### config.mk
export PLATFORM = sky130hd
export DESIGN_NAME = tser_error_reporter
export DESIGN_NICKNAME = d
export VERILOG_FILES = /design/src/rtl/tser_sync2.v /design/src/rtl/tser_eval_timer.v /design/src/rtl/tser_error_reporter.v
export VERILOG_INCLUDE_DIRS = /design/src /design/src/rtl
export SDC_FILE = /design/constraint.sdc
export NUM_CORES = 1
export LEC_CHECK = 0
export ABC_AREA = 1
export CAP_MARGIN = 20
export CELL_PAD_IN_SITES_DETAIL_PLACEMENT = 0
export CELL_PAD_IN_SITES_GLOBAL_PLACEMENT = 1
export CORE_MARGIN = 2
export CORE_UTILIZATION = 50
export CTS_CLUSTER_SIZE = 10
export DETAILED_ROUTE_END_ITERATION = 8
export DONT_BUFFER_PORTS = 1
export GPL_ROUTABILITY_DRIVEN = 1
export HOLD_SLACK_MARGIN = 0.02
export PLACE_DENSITY = 0.82
export SYNTH_ARGS = -nofsm -noshare
export SYNTH_HDL_FRONTEND = slang
export SYNTH_SLANG_ARGS = --single-unit
### constraint.sdc
create_clock -name pclk -period 4.6 [get_ports pclk]
set_clock_uncertainty 0.05 [all_clocks]
set_input_delay 0.69 -clock pclk [delete_from_list [all_inputs] [get_ports pclk]]
set_output_delay 0.69 -clock pclk [all_outputs]
set_load 0.02 [all_outputs]
### src/rtl/tser_defines.vh
// Constants for the turbo stream error reporter
`ifndef TSER_DEFINES_VH
`define TSER_DEFINES_VH
`define TSER_ERR_NONE      2'h0
`define TSER_ERR_NO_SOP    2'h1
`define TSER_ERR_NO_EOP    2'h2
`define TSER_ERR_OTHER     2'h3
`define TSER_REPORT_DLY    3
`define TSER_CLK_HZ        40000000
`define TSER_EVAL_SECONDS  3600
// One hour at 40 MHz, written out at 40 bits so that it does not wrap at 32
`define TSER_EVAL_CYCLES   40'h218711a000
`define TSER_KMIN          40
`define TSER_KMAX          6144
`define TSER_CODEC_ENC     1'b0
`define TSER_CODEC_DEC     1'b1
`define TSER_ALGO_MAXLOG   1'b0
`define TSER_ALGO_EXACT    1'b1
`define TSER_OUT_BITS      8
`define TSER_REG_CTRL      12'h000
`define TSER_REG_STATUS    12'h004
`define TSER_REG_CONFIG    12'h008
`define TSER_CTRL_TETHER   0
`define TSER_CTRL_EVAL_EN  1
`define TSER_CTRL_EXT_TO   2
`define TSER_CTRL_RST      32'h00000002
`endif

### src/rtl/tser_sync2.v
// Two-flop synchroniser for a single level
`timescale 1ns/1ps
module tser_sync2 (
   input  wire pclk,
   input  wire presetn,
   input  wire d,
   output wire q
);
   reg s1_q;
   reg s2_q;
   always @(posedge pclk or negedge presetn) begin
      if (!presetn) begin
         s1_q <= 1'b0;
         s2_q <= 1'b0;
      end else begin
         s1_q <= d;
         s2_q <= s1_q;
      end
   end
   assign q = s2_q;
endmodule // tser_sync2

### src/rtl/tser_eval_timer.v
// Evaluation period timer that latches a permanent expiry
`timescale 1ns/1ps
`include "tser_defines.vh"
module tser_eval_timer #(
   parameter [39:0] EVAL_CYCLES = `TSER_EVAL_CYCLES
) (
   input  wire pclk,
   input  wire presetn,
   input  wire enable,
   input  wire tethered,
   input  wire ext_expire,
   output wire expired
);
   reg [39:0] cnt_q;
   reg        exp_q;
   always @(posedge pclk or negedge presetn) begin
      if (!presetn) begin
         cnt_q <= 40'h0;
         exp_q <= 1'b0;
      end else begin
         if (enable && !tethered && !exp_q)
            cnt_q <= cnt_q + 40'h1;
         if (ext_expire || (enable && !tethered && cnt_q >= EVAL_CYCLES - 40'h1))
            exp_q <= 1'b1;
      end
   end
   assign expired = exp_q;
endmodule // tser_eval_timer

### src/rtl/tser_error_reporter.v
// Stream packet-format error detection and single-cycle reporting
//
// The address map and the APB interface to the registers were left to the implementer.
`timescale 1ns/1ps
`include "tser_defines.vh"
// Notes on behaviour
// Report input errors at once, not queued
// Error output may fire during previous output
// Each code shown for one cycle only
// Only first error per block reported
// Fixed small delay from detection to output
// Boundary error plus checksum change may stall
// Every detected error condition is reported; the code reports only the first error per block
// Expiry forces reset held permanently
// Untethered one hour, tethered never expires; the code still expires a tethered core on other_expire with ctrl bit 2 set
// All functions expire together at earliest limit
// Parameter selects encoder or decoder
// Engine count two, four, eight, sixteen
// Soft input width four to eight
// Output width fixed at eight
// Max-log algorithm only
// Codes 00 none,01 sop,10 eop,11 other
// Upstream error code discards block, forwarded
// After discard wait for sop with valid
// Illegal block size gives 11, rest ignored
// Error output idle at no-error value
// Error state tracked per input block
module tser_error_reporter #(
   parameter        CODEC_TYPE  = `TSER_CODEC_DEC,
   parameter        NUM_ENGINES = 8,
   parameter        IN_BITS     = 8,
   parameter        OUT_BITS    = `TSER_OUT_BITS,
   parameter        MAP_ALGO    = `TSER_ALGO_MAXLOG,
   parameter [39:0] EVAL_CYCLES = `TSER_EVAL_CYCLES
) (
   input  wire        pclk,
   input  wire        presetn,
   input  wire [31:0] paddr,
   input  wire        psel,
   input  wire        penable,
   input  wire        pwrite,
   input  wire [31:0] pwdata,
   output reg  [31:0] prdata,
   output reg         pready,
   output reg         pslverr,
   input  wire        sink_valid,
   input  wire        sink_sop,
   input  wire        sink_eop,
   input  wire [1:0]  sink_error,
   input  wire [12:0] sink_blk_size,
   input  wire        checksum_type_select,
   input  wire        other_expire,
   output reg  [1:0]  source_error,
   output reg         sink_ready,
   output reg         block_accept,
   output reg         core_reset_n
);
   // Build-time checks: R11 R12 R13 R14 R15 fold into illegal configs
   localparam [0:0] CFG_OK = ((CODEC_TYPE == `TSER_CODEC_ENC) || (CODEC_TYPE == `TSER_CODEC_DEC))
                    && ((NUM_ENGINES == 2) || (NUM_ENGINES == 4) || (NUM_ENGINES == 8)
                        || (NUM_ENGINES == 16))
                    && (IN_BITS >= 4) && (IN_BITS <= 8)
                    && (OUT_BITS == 8)
                    && (MAP_ALGO == `TSER_ALGO_MAXLOG);
   localparam [1:0] ST_IDLE = 2'd0;
   localparam [1:0] ST_BODY = 2'd1;
   localparam [1:0] ST_DROP = 2'd2;
   localparam [3:0] DLY     = `TSER_REPORT_DLY;
   localparam [4:0] NE_W    = NUM_ENGINES;
   localparam [3:0] IN_W    = IN_BITS;
   localparam [3:0] OUT_W   = OUT_BITS;
   localparam [0:0] ALGO_B  = MAP_ALGO;
   localparam [0:0] CODEC_B = CODEC_TYPE;

   // Legal LTE interleaver sizes: 40..512 step 8, ..1024 step 16, ..2048 step 32, ..6144 step 64
   function legal_size;
      input [12:0] k;
      begin
         if (k < 13'd40 || k > 13'd6144)
            legal_size = 1'b0;
         else if (k <= 13'd512)
            legal_size = (k[2:0] == 3'h0);
         else if (k <= 13'd1024)
            legal_size = (k[3:0] == 4'h0);
         else if (k <= 13'd2048)
            legal_size = (k[4:0] == 5'h0);
         else
            legal_size = (k[5:0] == 6'h0);
      end
   endfunction

   wire v_s;
   wire sop_s;
   wire eop_s;
   wire e0_s;
   wire e1_s;
   wire cks_s;
   wire oth_s;
   wire tether_s;
   wire expired;
   tser_sync2 u_sv (
      .pclk    (pclk),
      .presetn (presetn),
      .d       (sink_valid),
      .q       (v_s)
   );
   tser_sync2 u_ss (
      .pclk    (pclk),
      .presetn (presetn),
      .d       (sink_sop),
      .q       (sop_s)
   );
   tser_sync2 u_se (
      .pclk    (pclk),
      .presetn (presetn),
      .d       (sink_eop),
      .q       (eop_s)
   );
   tser_sync2 u_e0 (
      .pclk    (pclk),
      .presetn (presetn),
      .d       (sink_error[0]),
      .q       (e0_s)
   );
   tser_sync2 u_e1 (
      .pclk    (pclk),
      .presetn (presetn),
      .d       (sink_error[1]),
      .q       (e1_s)
   );
   tser_sync2 u_ck (
      .pclk    (pclk),
      .presetn (presetn),
      .d       (checksum_type_select),
      .q       (cks_s)
   );
   tser_sync2 u_ot (
      .pclk    (pclk),
      .presetn (presetn),
      .d       (other_expire),
      .q       (oth_s)
   );

   reg [12:0] size_s1_q;
   reg [12:0] size_q;
   always @(posedge pclk or negedge presetn) begin
      if (!presetn) begin
         size_s1_q <= 13'h0;
         size_q    <= 13'h0;
      end else begin
         size_s1_q <= sink_blk_size;
         size_q    <= size_s1_q;
      end
   end

   // Control register
   reg [31:0] ctrl_q;
   assign tether_s = ctrl_q[`TSER_CTRL_TETHER];

   tser_eval_timer #(.EVAL_CYCLES(EVAL_CYCLES)) u_timer (
      .pclk       (pclk),
      .presetn    (presetn),
      .enable     (ctrl_q[`TSER_CTRL_EVAL_EN]),
      .tethered   (tether_s),
      .ext_expire (oth_s & ctrl_q[`TSER_CTRL_EXT_TO]),
      .expired    (expired)
   );

   // Per-block input tracking
   reg [1:0]  st_q;
   reg        reported_q;
   reg        last_cks_q;
   reg        bnd_err_q;
   reg [1:0]  det_code;
   reg [1:0]  st_d;
   reg        accept_d;
   wire [1:0] serr = {e1_s, e0_s};
   wire       beat = v_s & ~expired;

   always @* begin
      det_code = `TSER_ERR_NONE;
      st_d     = st_q;
      accept_d = 1'b0;
      case (st_q)
         ST_IDLE, ST_DROP: begin
            if (beat && (sop_s || st_q == ST_IDLE)) begin
               if (serr != `TSER_ERR_NONE) begin
                  det_code = serr;
                  st_d     = ST_DROP;
               end else if (!sop_s) begin
                  det_code = `TSER_ERR_NO_SOP;
                  st_d     = ST_DROP;
               end else if (!legal_size(size_q)) begin
                  det_code = `TSER_ERR_OTHER;
                  st_d     = ST_DROP;
               end else if (eop_s) begin
                  accept_d = 1'b1;
                  st_d     = ST_IDLE;
               end else begin
                  st_d = ST_BODY;
               end
            end
         end
         ST_BODY: begin
            if (beat) begin
               if (serr != `TSER_ERR_NONE) begin
                  det_code = serr;
                  st_d     = ST_DROP;
               end else if (sop_s) begin
                  det_code = `TSER_ERR_NO_EOP;
                  st_d     = ST_DROP;
               end else if (eop_s) begin
                  accept_d = 1'b1;
                  st_d     = ST_IDLE;
               end
            end
         end
         default: st_d = ST_IDLE;
      endcase
   end

   // A start beat outside a block opens a new block for reporting
   wire      fresh = beat && sop_s && (st_q != ST_BODY);
   // Report delay line: fixed latency, independent of output traffic
   reg [1:0] dly_q [0:DLY-1];
   integer   i;
   wire      first = (det_code != `TSER_ERR_NONE) && (!reported_q || fresh);

   always @(posedge pclk or negedge presetn) begin
      if (!presetn) begin
         st_q         <= ST_IDLE;
         block_accept <= 1'b0;
      end else begin
         st_q         <= st_d;
         block_accept <= accept_d;
      end
   end

   always @(posedge pclk or negedge presetn) begin
      if (!presetn) begin
         reported_q <= 1'b0;
      end else begin
         if (first)
            reported_q <= 1'b1;
         else if (fresh)
            reported_q <= 1'b0;
      end
   end

   // Boundary error history; a block of a new checksum type still resumes at once
   always @(posedge pclk or negedge presetn) begin
      if (!presetn) begin
         last_cks_q <= 1'b0;
         bnd_err_q  <= 1'b0;
      end else begin
         if (accept_d || (st_d == ST_BODY && st_q != ST_BODY))
            last_cks_q <= cks_s;
         if (det_code == `TSER_ERR_NO_EOP || det_code == `TSER_ERR_OTHER)
            bnd_err_q <= 1'b1;
         else if (accept_d)
            bnd_err_q <= 1'b0;
      end
   end

   always @(posedge pclk or negedge presetn) begin
      if (!presetn) begin
         source_error <= `TSER_ERR_NONE;
         for (i = 0; i < DLY; i = i + 1)
            dly_q[i] <= `TSER_ERR_NONE;
      end else begin
         dly_q[0] <= first ? det_code : `TSER_ERR_NONE;
         for (i = 1; i < DLY; i = i + 1)
            dly_q[i] <= dly_q[i-1];
         source_error <= dly_q[DLY-1];
      end
   end

   // Forced reset
   always @(posedge pclk or negedge presetn) begin
      if (!presetn) begin
         core_reset_n <= 1'b0;
      end else begin
         core_reset_n <= ~expired & CFG_OK;
      end
   end

   // Readiness
   always @(posedge pclk or negedge presetn) begin
      if (!presetn) begin
         sink_ready <= 1'b0;
      end else begin
         sink_ready <= ~expired & CFG_OK;
      end
   end

   // APB slave, zero wait states
   wire acc = psel & penable;
   always @(posedge pclk or negedge presetn) begin
      if (!presetn) begin
         ctrl_q  <= `TSER_CTRL_RST;
         prdata  <= 32'h0;
         pready  <= 1'b0;
         pslverr <= 1'b0;
      end else begin
         pready  <= psel & ~penable;
         pslverr <= 1'b0;
         if (psel & ~penable) begin
            prdata <= 32'h0;
            case (paddr[11:0])
               `TSER_REG_CTRL:   prdata <= {29'h0, ctrl_q[2:0]};
               `TSER_REG_STATUS: prdata <= {25'h0, expired, reported_q, bnd_err_q,
                                            last_cks_q, st_q, 1'b0};
               `TSER_REG_CONFIG: prdata <= {15'h0, ALGO_B, CODEC_B,
                                            NE_W, IN_W, OUT_W,
                                            CFG_OK, 1'b0};
               default:          pslverr <= 1'b1;
            endcase
         end
         if (acc && pready && pwrite && paddr[11:0] == `TSER_REG_CTRL)
            ctrl_q <= {29'h0, pwdata[2:0]};
         if (acc && pready && paddr[11:0] != `TSER_REG_CTRL
             && paddr[11:0] != `TSER_REG_STATUS && paddr[11:0] != `TSER_REG_CONFIG)
            pslverr <= 1'b0;
      end
   end
endmodule // tser_error_reporter

==> flow_summary.ini, run 1 <==
[yosys]
synth_cell_types = 37
synth.most_common_cell = nand2_1
synthTopCellsByArea = dfrtp_1 (55%), nand2_1 (9.2%), inv_1 (5.2%), nor2_1 (4.5%), xor2_1 (4.4%)
synthTopCellsByCount = nand2_1 (121), dfrtp_1 (108), inv_1 (69)
netlist_instances = 545
synth_edf_count = 0
async_flop_share_pct = 100
ys_seq_elements = 109
synth_top_area_cell = dfrtp_1
yosysSeqAreaShare_pct = 55.1
synth_top_area_share_pct = 54.6
synthFlopType = dfrtp_1
syn-cell-area_mm2 = 0.00495
yosys_warnings = 0
syn_area_per_cell_um2 = 9.09

[global_routing]
grt_pass1_wl_um = 15400
grt_antenna_before_repair = 0
grt_pass1_vias = 3257
grt_max_degree = 109
grt_usage_pct = 18.2
gr-total-overflow = 0

[clocking]
clock-sinks = 109
clkLatencyLatePin_ps = 390
cts.clk_slew.worst_paths_ps = 100
cts_htree_levels = 3
clock_path_buffers = 2
cts-root-buf = clkbuf_8
post-cts-setup-buffer-count = 0
cts_tree = done
numCtsBuffers = 9

[sta]
setup_slack_ps = 2260
min_period_ps = 2340
slew_headroom_pct = 61.9
finalMaxSlewViolations = 0
setup_tns_ps = 0
worstMarginPinSlew_ps = 570
hold_viol_final = 0
fmax_mhz = 428
fin_crit_sh_pct = 50.8
rsz0062_at_grt = no
setup_viol_count_final = 0

[place]
port_buffers = 0
dp.cells = 672
dp_hpwl_um = 6570
gp_congestion = 0.865
dp_slack_ps = 2260
dpl_cell_area_mm2 = 0.00500

[floorplanning]
core_mm2 = 0.00968
rows = 36
initial_utilization_pct = 51.1
boundaryPins = 128
die_w_um = 104
die_area_mm2 = 0.0107
die_y_um = 104

[layout]
final_cell_area_mm2 = 0.00522
regArea_mm2 = 0.00273
fin_cells = 689
drive_above_1_share_pct = 7.91
multiInputGateArea_mm2 = 0.00183
syn_to_final_growth_pct = 5.41
nets = 641
fillers = 906
n_antenna_cell = 0

[detailed_routing]
wirelength_um = 9020
wl_per_cell_um = 13.1
drc_errors = 0
avgViaCountPerCell = 4.85
drt_iter0_markers = 177
vias = 3345
drtPass1Iterations = 4
ant_nets = 0

[power_and_ir_drop]
vdd_drop_max_uv = 155
power.leakage_uw = 0.00252
power_density_mw_per_mm2 = 309

[critical_path]
cpPeakStageDelay_ps = 530
cp.arrival_ps = 2570
required_ps = 4830
startpoint_type = flip-flop
worst-path-max-fanout = 11
path_cells = inv_1 > nor2_2 > nand2_1 > inv_1 > nand2_1 > nor3b_4 > nand3_1 > nand2_1 > nand2_1
crit_slowest_cell = dfstp_2
cp_common_cell = nand2_1
end_kind = flip-flop
crit_type = reg2reg

[worst_hold_path]
hp-class = in2async

[run]
cap_violations = 0

[outcome]
status = complete, no violations
==> power breakdown <==
group	switching (µW)	internal [µW]
Clock	349	209
Combinational	48.5	10.4
Sequential	12.8	981
Total	410	1200
==> timing repair <==
| action | in CTS | in global routing |
|---|---|---|
| gates resized for setup | 0 | 0 |
| endpoints found under the hold margin | 108 | 0 |
| hold buffers | 1 | 0 |
==> logic make-up (layout without fill, tap and decap cells) <==
| logic type | after synthesis | in the layout | share of synthesized area, % |
|---|---|---|---|
| AND/OR/NAND/NOR | 269 | 269 | 25.4 |
| flip-flops | 109 | 109 | 55.1 |
| buffers and inverters | 99 | 89 | 9.47 |
| XOR/XNOR | 34 | 34 | 6.01 |
| AO/OA/AOI/OAI | 32 | 32 | 3.64 |
| adder cells (fa/ha/maj) | 1 | 1 | 0.253 |
| other | 1 | 22 | 0.0757 |
==> metrics by stage <==
stage               hold WS (ps)  utilization [%]  total power [µW]
global route                52.7             53.9              1690
detailed placement           286             51.6              1050
finish                      85.6             53.9              1610
CTS                         59.9             53.9              1640
global placement             285             51.6              1050
floorplan                    281                -              1060
==> area by class of cell <==
type | instances | area share (%)
repair buffers | 1 | 0.527
clock buffers | 9 | 2.37
inverters | 72 | 5.18
well taps | 133 | 3.19
multi-input cells | 358 | 35.1
flip-flops and latches | 109 | 52.3
clock inverters | 7 | 1.34
==> state kept, by name, indices dropped and copies added, names as in the netlist, 2 cells and up <==
| name | flops |
|---|---|
| st_q | 2 |
| size_q | 13 |
| size_s1_q | 13 |
| ctrl_q | 3 |
| u_timer.cnt_q | 40 |
| source_error | 2 |
| prdata | 8 |
| dly_q | 6 |
==> layout by cell type (no fill, tap or decap), types with 2 or more instances in the layout <==
| cell | count |
|---|---|
| nor2_2 | 3 |
| o21ai_0 | 14 |
| nand3_1 | 24 |
| o31ai_1 | 3 |
| inv_1 | 69 |
| or2_2 | 2 |
| nor3_4 | 2 |
| dfrtp_1 | 108 |
| clkbuf_8 | 9 |
| and3_1 | 2 |
| nand3b_1 | 2 |
| xnor2_1 | 9 |
| nor2_1 | 59 |
| nor2_4 | 4 |
| a21oi_1 | 9 |
| nand4_1 | 16 |
| clkinvlp_4 | 3 |
| nand2_2 | 5 |
| nand2_1 | 121 |
| nor3_2 | 3 |
| inv_2 | 2 |
| conb_1 | 22 |
| xor2_1 | 25 |
| nand3_2 | 3 |
| nor3_1 | 20 |
| inv_8 | 2 |
==> critical path, delay by kind of cell, from the launching register on <==
family,cells,cell delay (ps)
buffers and inverters,2,420
flip-flops,1,530
AND/OR/NAND/NOR,7,1240
==> routing by layer <==
metal / track usage (%) / vias up / wire (µm)
li1: - / 1678 / -
met3: 5.66 / 9 / 389
met2: 31.2 / 60 / 4520
met5: 0 / - / 0
met1: 22.2 / 1598 / 4000
met4: 4.92 / 0 / 111
==> worst paths after layout <==
kind / startpoint / end / slack (ps) / cells past startpoint
worst min register to register: dly_q[1] / source_error[1] / 310 / 0
max in group asynchronous: presetn / u_timer.cnt_q[4] / 3910 / 1
worst max-delay path: ctrl_q[1] / u_timer.cnt_q[29] / 2260 / 9
worst min-delay path: presetn / ctrl_q[1] / 90 / 0
min in group pclk: sink_blk_size[3] / size_s1_q[3] / 270 / 0
worst max register to register: ctrl_q[1] / u_timer.cnt_q[29] / 2260 / 9
(Power assumes the default switching activity.)
==> inputs of run 2 (changes only) <==
- CORE_UTILIZATION: 50 -> 47
- PLACE_DENSITY: 0.82 -> 0.78
- clock period: 4.6 -> 2.3 ns (I/O delays scaled with it)
==> flow_summary.ini, run 2 (synthesis gave the netlist of run 1 again) <==
[outcome]
status = finished with violations
violations = negative hold slack

[run]
cap_violations = 0

[global_routing]
grt_max_degree = 110
grt_pass1_vias = 3327
grt_antenna_before_repair = 0
gr-total-overflow = 0
grt_pass1_wl_um = 15200
grt_usage_pct = 17.0

[layout]
syn_to_final_growth_pct = 9.37
final_cell_mix = nand2_1 (121), dfrtp_1 (108), inv_1 (69), nor2_1 (59), xor2_1 (25)
final_common_cell = nand2_1
nets = 664
regArea_mm2 = 0.00273
n_antenna_cell = 0
reg.largest.list = u_timer.cnt_q: 40 flops, size_q: 13 flops, size_s1_q: 13 flops
multiInputGateArea_mm2 = 0.00183
regMostFlops = u_timer.cnt_q
final_cell_area_mm2 = 0.00542
fillers = 972
drive_above_1_share_pct = 7.94
largest_reg_flops = 40

[detailed_routing]
ant_nets = 0
avgViaCountPerCell = 4.76
wirelength_um = 9100
vias = 3403
wl_per_cell_um = 12.7
drt_iter0_markers = 181
drc_errors = 0
drtPass1Iterations = 5

[critical_path]
crit_type = reg2reg
r2r-end = u_timer.cnt_q[32]
startpoint = ctrl_q[1]
end_kind = flip-flop
worst-path-max-fanout = 7
startpoint_type = flip-flop
crit_slowest_cell = dfstp_2
worstReg2RegStart = ctrl_q[1]
cpPeakStageDelay_ps = 520
reg2regPathDepth = 9
required_ps = 2530
path_cells = inv_1 > nor2_2 > nand2_1 > buf_4 > nor2_4 > nand3_1 > nor2_1 > nand2_1 > xor2_1
cp_common_cell = nand2_1
reg2reg_slack_ps = 290
cp.arrival_ps = 2230
crit_path_end = u_timer.cnt_q[32]

[power_and_ir_drop]
totalPowerFinal_uw = 3190
vdd_drop_max_uv = 247
power.leakage_uw = 0.00262
power_density_mw_per_mm2 = 588

[sta]
rsz0062_at_grt = no
min_period_ps = 2010
setup_viol_count_final = 0
fin_crit_sh_pct = 87.3
hold_viol_final = 109
worstMarginPinSlew_ps = 555
fmax_mhz = 498
hold-worst-slack_ps = -402
finalMaxSlewViolations = 0
slew_headroom_pct = 63.0
setup_tns_ps = 0

[clocking]
cts.clk_slew.worst_paths_ps = 110
clkLatencyLatePin_ps = 380
cts-root-buf = clkbuf_8
cts_tree = done
numCtsBuffers = 9
post-cts-setup-buffer-count = 0
cts_resized = 0
clock-sinks = 109
hold_buffers = 21
clock_path_buffers = 2
cts_htree_levels = 3

[floorplanning]
rows = 37
die_y_um = 107
initial_utilization_pct = 48.2
boundaryPins = 128
die_area_mm2 = 0.0114
die_w_um = 107
core_mm2 = 0.0103

[worst_hold_path]
hp-class = in2async

[place]
port_buffers = 0
dpl_cell_area_mm2 = 0.00502
dp_hpwl_um = 6670
gp_congestion = 0.862
[run 2: worst min-delay path by stage]
stage | to | slack, ps | depth (start not counted)
after floorplan | block_accept | -0.6 | 0
after global placement | size_q[8] | 2 | 0
after detailed placement | size_q[7] | 3 | 0
after CTS | u_timer.cnt_q[25] | -420 | 0
after global routing | dly_q[4] | -430 | 0
final | u_ss.s1_q | -400 | 0
[run 2: per-layer routing]
layer | track usage [%] | up-vias | wire length (µm)
met2 | 27.8 | 67 | 4380
li1 | - | 1718 | -
met3 | 3.47 | 16 | 398
met5 | 0 | - | 0
met1 | 22.2 | 1602 | 4100
met4 | 7.24 | 0 | 224
[run 2: power by group]
| group | internal [µW] | switching [µW] |
|---|---|---|
| Clock | 413 | 677 |
| Combinational | 40.7 | 69.0 |
| Sequential | 1960 | 24.5 |
[run 2: layout make-up]
cell class              count  area share [%]
flip-flops and latches    109            50.4
well taps                 136            3.14
clock buffers               9            2.29
multi-input cells         358            33.8
repair buffers             24            4.30
inverters                  72            4.99
clock inverters             7            1.06
[run 2: stage by stage]
stage,cells,setup WS [ps],utilization [%]
2_1_floorplan,566,675,-
3_3_place_gp,678,274,48.9
3_5_place_dp,678,269,48.9
4_1_cts,715,263,52.7
5_1_grt,715,136,52.7
6_report,715,291,52.7
[run 2: critical path: cells and delay by family (launching register included)]
kind	cells	cell delay [ps]
xor gates and xnor gates	1	150
buffers and inverters	2	300
DFF	1	520
and+or+nand+nor	6	880
==> inputs of run 3 (changes only) <==
- CAP_MARGIN: 20 -> default
- clock period: 2.3 -> 2.26 ns (I/O delays scaled with it)
==> flow_summary.ini, run 3 (synthesis gave the netlist of run 1 again) <==
[critical_path]
cpPeakStageDelay_ps = 530
end_kind = flip-flop
path_cells = inv_1 > nor2_2 > nand2_1 > buf_4 > nor2_4 > nand3_1 > nor2_1 > nand2_1 > xor2_1
startpoint = ctrl_q[1]
cp_common_cell = nand2_1
reg2regPathDepth = 9
startpoint_type = flip-flop
worst-path-max-fanout = 7
r2r-end = u_timer.cnt_q[32]
worstReg2RegStart = ctrl_q[1]
cp.depth = 9
crit_type = reg2reg
critPathTopFamily = simple AND/OR/NAND/NOR gates
crit_slowest_cell = dfstp_2
reg2reg_slack_ps = 240
crit_buf_inv = 2
required_ps = 2490
crit_path_end = u_timer.cnt_q[32]
cp.arrival_ps = 2260

[worst_hold_path]
hp-class = in2async

[sta]
min_period_ps = 2020
fin_crit_sh_pct = 89.6
setup_slack_ps = 235
hold_viol_final = 109
finalMaxSlewViolations = 0
slew_headroom_pct = 62.7
fmax_mhz = 494
rsz0062_at_grt = no
setup_viol_count_final = 0
hold-worst-slack_ps = -427
worstMarginPinSlew_ps = 560
setup_tns_ps = 0

[floorplanning]
die_area_mm2 = 0.0114
rows = 37
die_y_um = 107
boundaryPins = 128
die_w_um = 107
initial_utilization_pct = 48.2
core_mm2 = 0.0103

[clocking]
cts_resized = 0
clkLatencyLatePin_ps = 390
cts_htree_levels = 3
cts_tree = done
post-cts-setup-buffer-count = 0
clock_path_buffers = 2
numCtsBuffers = 9
cts-root-buf = clkbuf_8
hold_buffers = 23
cts.clk_slew.worst_paths_ps = 110
clock-sinks = 109

[layout]
drive_above_1_share_pct = 7.75
final_cell_mix = nand2_1 (121), dfrtp_1 (108), inv_1 (69), nor2_1 (59), xor2_1 (25)
final_common_cell = nand2_1
n_antenna_cell = 0
nets = 666
final_cell_area_mm2 = 0.00544
reg.largest.list = u_timer.cnt_q: 40 flops, size_q: 13 flops, size_s1_q: 13 flops
largest_reg_flops = 40
syn_to_final_growth_pct = 9.78
regMostFlops = u_timer.cnt_q

[global_routing]
gr-total-overflow = 0
grt_usage_pct = 17.9
grt_pass1_wl_um = 15500
grt_pass1_vias = 3308
grt_max_degree = 110
grt_antenna_before_repair = 0

[detailed_routing]
ant_nets = 0
vias = 3430
wl_per_cell_um = 13.1
avgViaCountPerCell = 4.78
drtPass1Iterations = 4
wirelength_um = 9400
drc_errors = 0
drt_iter0_markers = 176

[power_and_ir_drop]
vdd_drop_max_uv = 325
power_density_mw_per_mm2 = 603
power.leakage_uw = 0.00263
totalPowerFinal_uw = 3280

[place]
port_buffers = 0
gp_congestion = 0.865
dp_slack_ps = 208
dpl_cell_area_mm2 = 0.00502
dp_hpwl_um = 6630

[outcome]
status = finished with violations
violations = negative hold slack

[run]
cap_violations = 0
run 3: cell types whose count changed in the layout (fill, tap and decap cells not counted):
| cell | previous run | this run |
|---|---|---|
| clkinv_4 | 0 | 1 |
| clkinvlp_4 | 1 | 0 |
| dlygate4sd3_1 | 21 | 23 |
| clkbuf_1 | 0 | 1 |
| clkinv_2 | 2 | 1 |
run 3: report_power, final:
part	switching, µW	internal, µW
combinational	71.2	43.7
clock	714	426
sequential	25.3	2000
run 3: worst min path at each step:
stage             from      endpoint  slack (ps)  depth (start not counted)
6_report       presetn     u_e1.s1_q        -430                          0
5_1_grt        presetn      dly_q[1]        -460                          0
4_1_cts        presetn  size_s1_q[0]        -450                          0
3_5_place_dp   presetn     size_q[6]          -4                          0
3_3_place_gp   presetn     size_q[8]          -4                          0
2_1_floorplan  presetn  block_accept          -7                          0
run 3: worst reg2reg max path: stages (launching register included):
cell     delay [ps]
dfstp_2         530
inv_1            70
nor2_2          110
nand2_1         190
buf_4           240
nor2_4          160
nand3_1         150
nor2_1          190
nand2_1          90
xor2_1          150
run 3: final cells by class:
cell class	count	area, µm²
Clock buffer	10	128
Timing Repair Buffer	26	253
Inverter	72	270
Clock inverter	6	53.8
Tap cell	136	170
Fill cell	958	4840
Sequential cell	109	2730
Multi-Input combinational cell	358	1830
run 3: per-layer routing:
metal  GRT usage [%]  wire length, µm  vias to the layer above
li1                -                -                     1724
met1            23.1             4290                     1620
met2            28.7             4520                       72
met3            4.19              408                       14
met4            8.07              182                        0
met5               0                0                        -
run 3: stage by stage:
stage / std cells / utilization (%)
after floorplan: 566 / -
after global placement: 678 / 48.9
after detailed placement: 678 / 48.9
after CTS: 717 / 52.9
after global routing: 717 / 52.9
final: 717 / 52.9
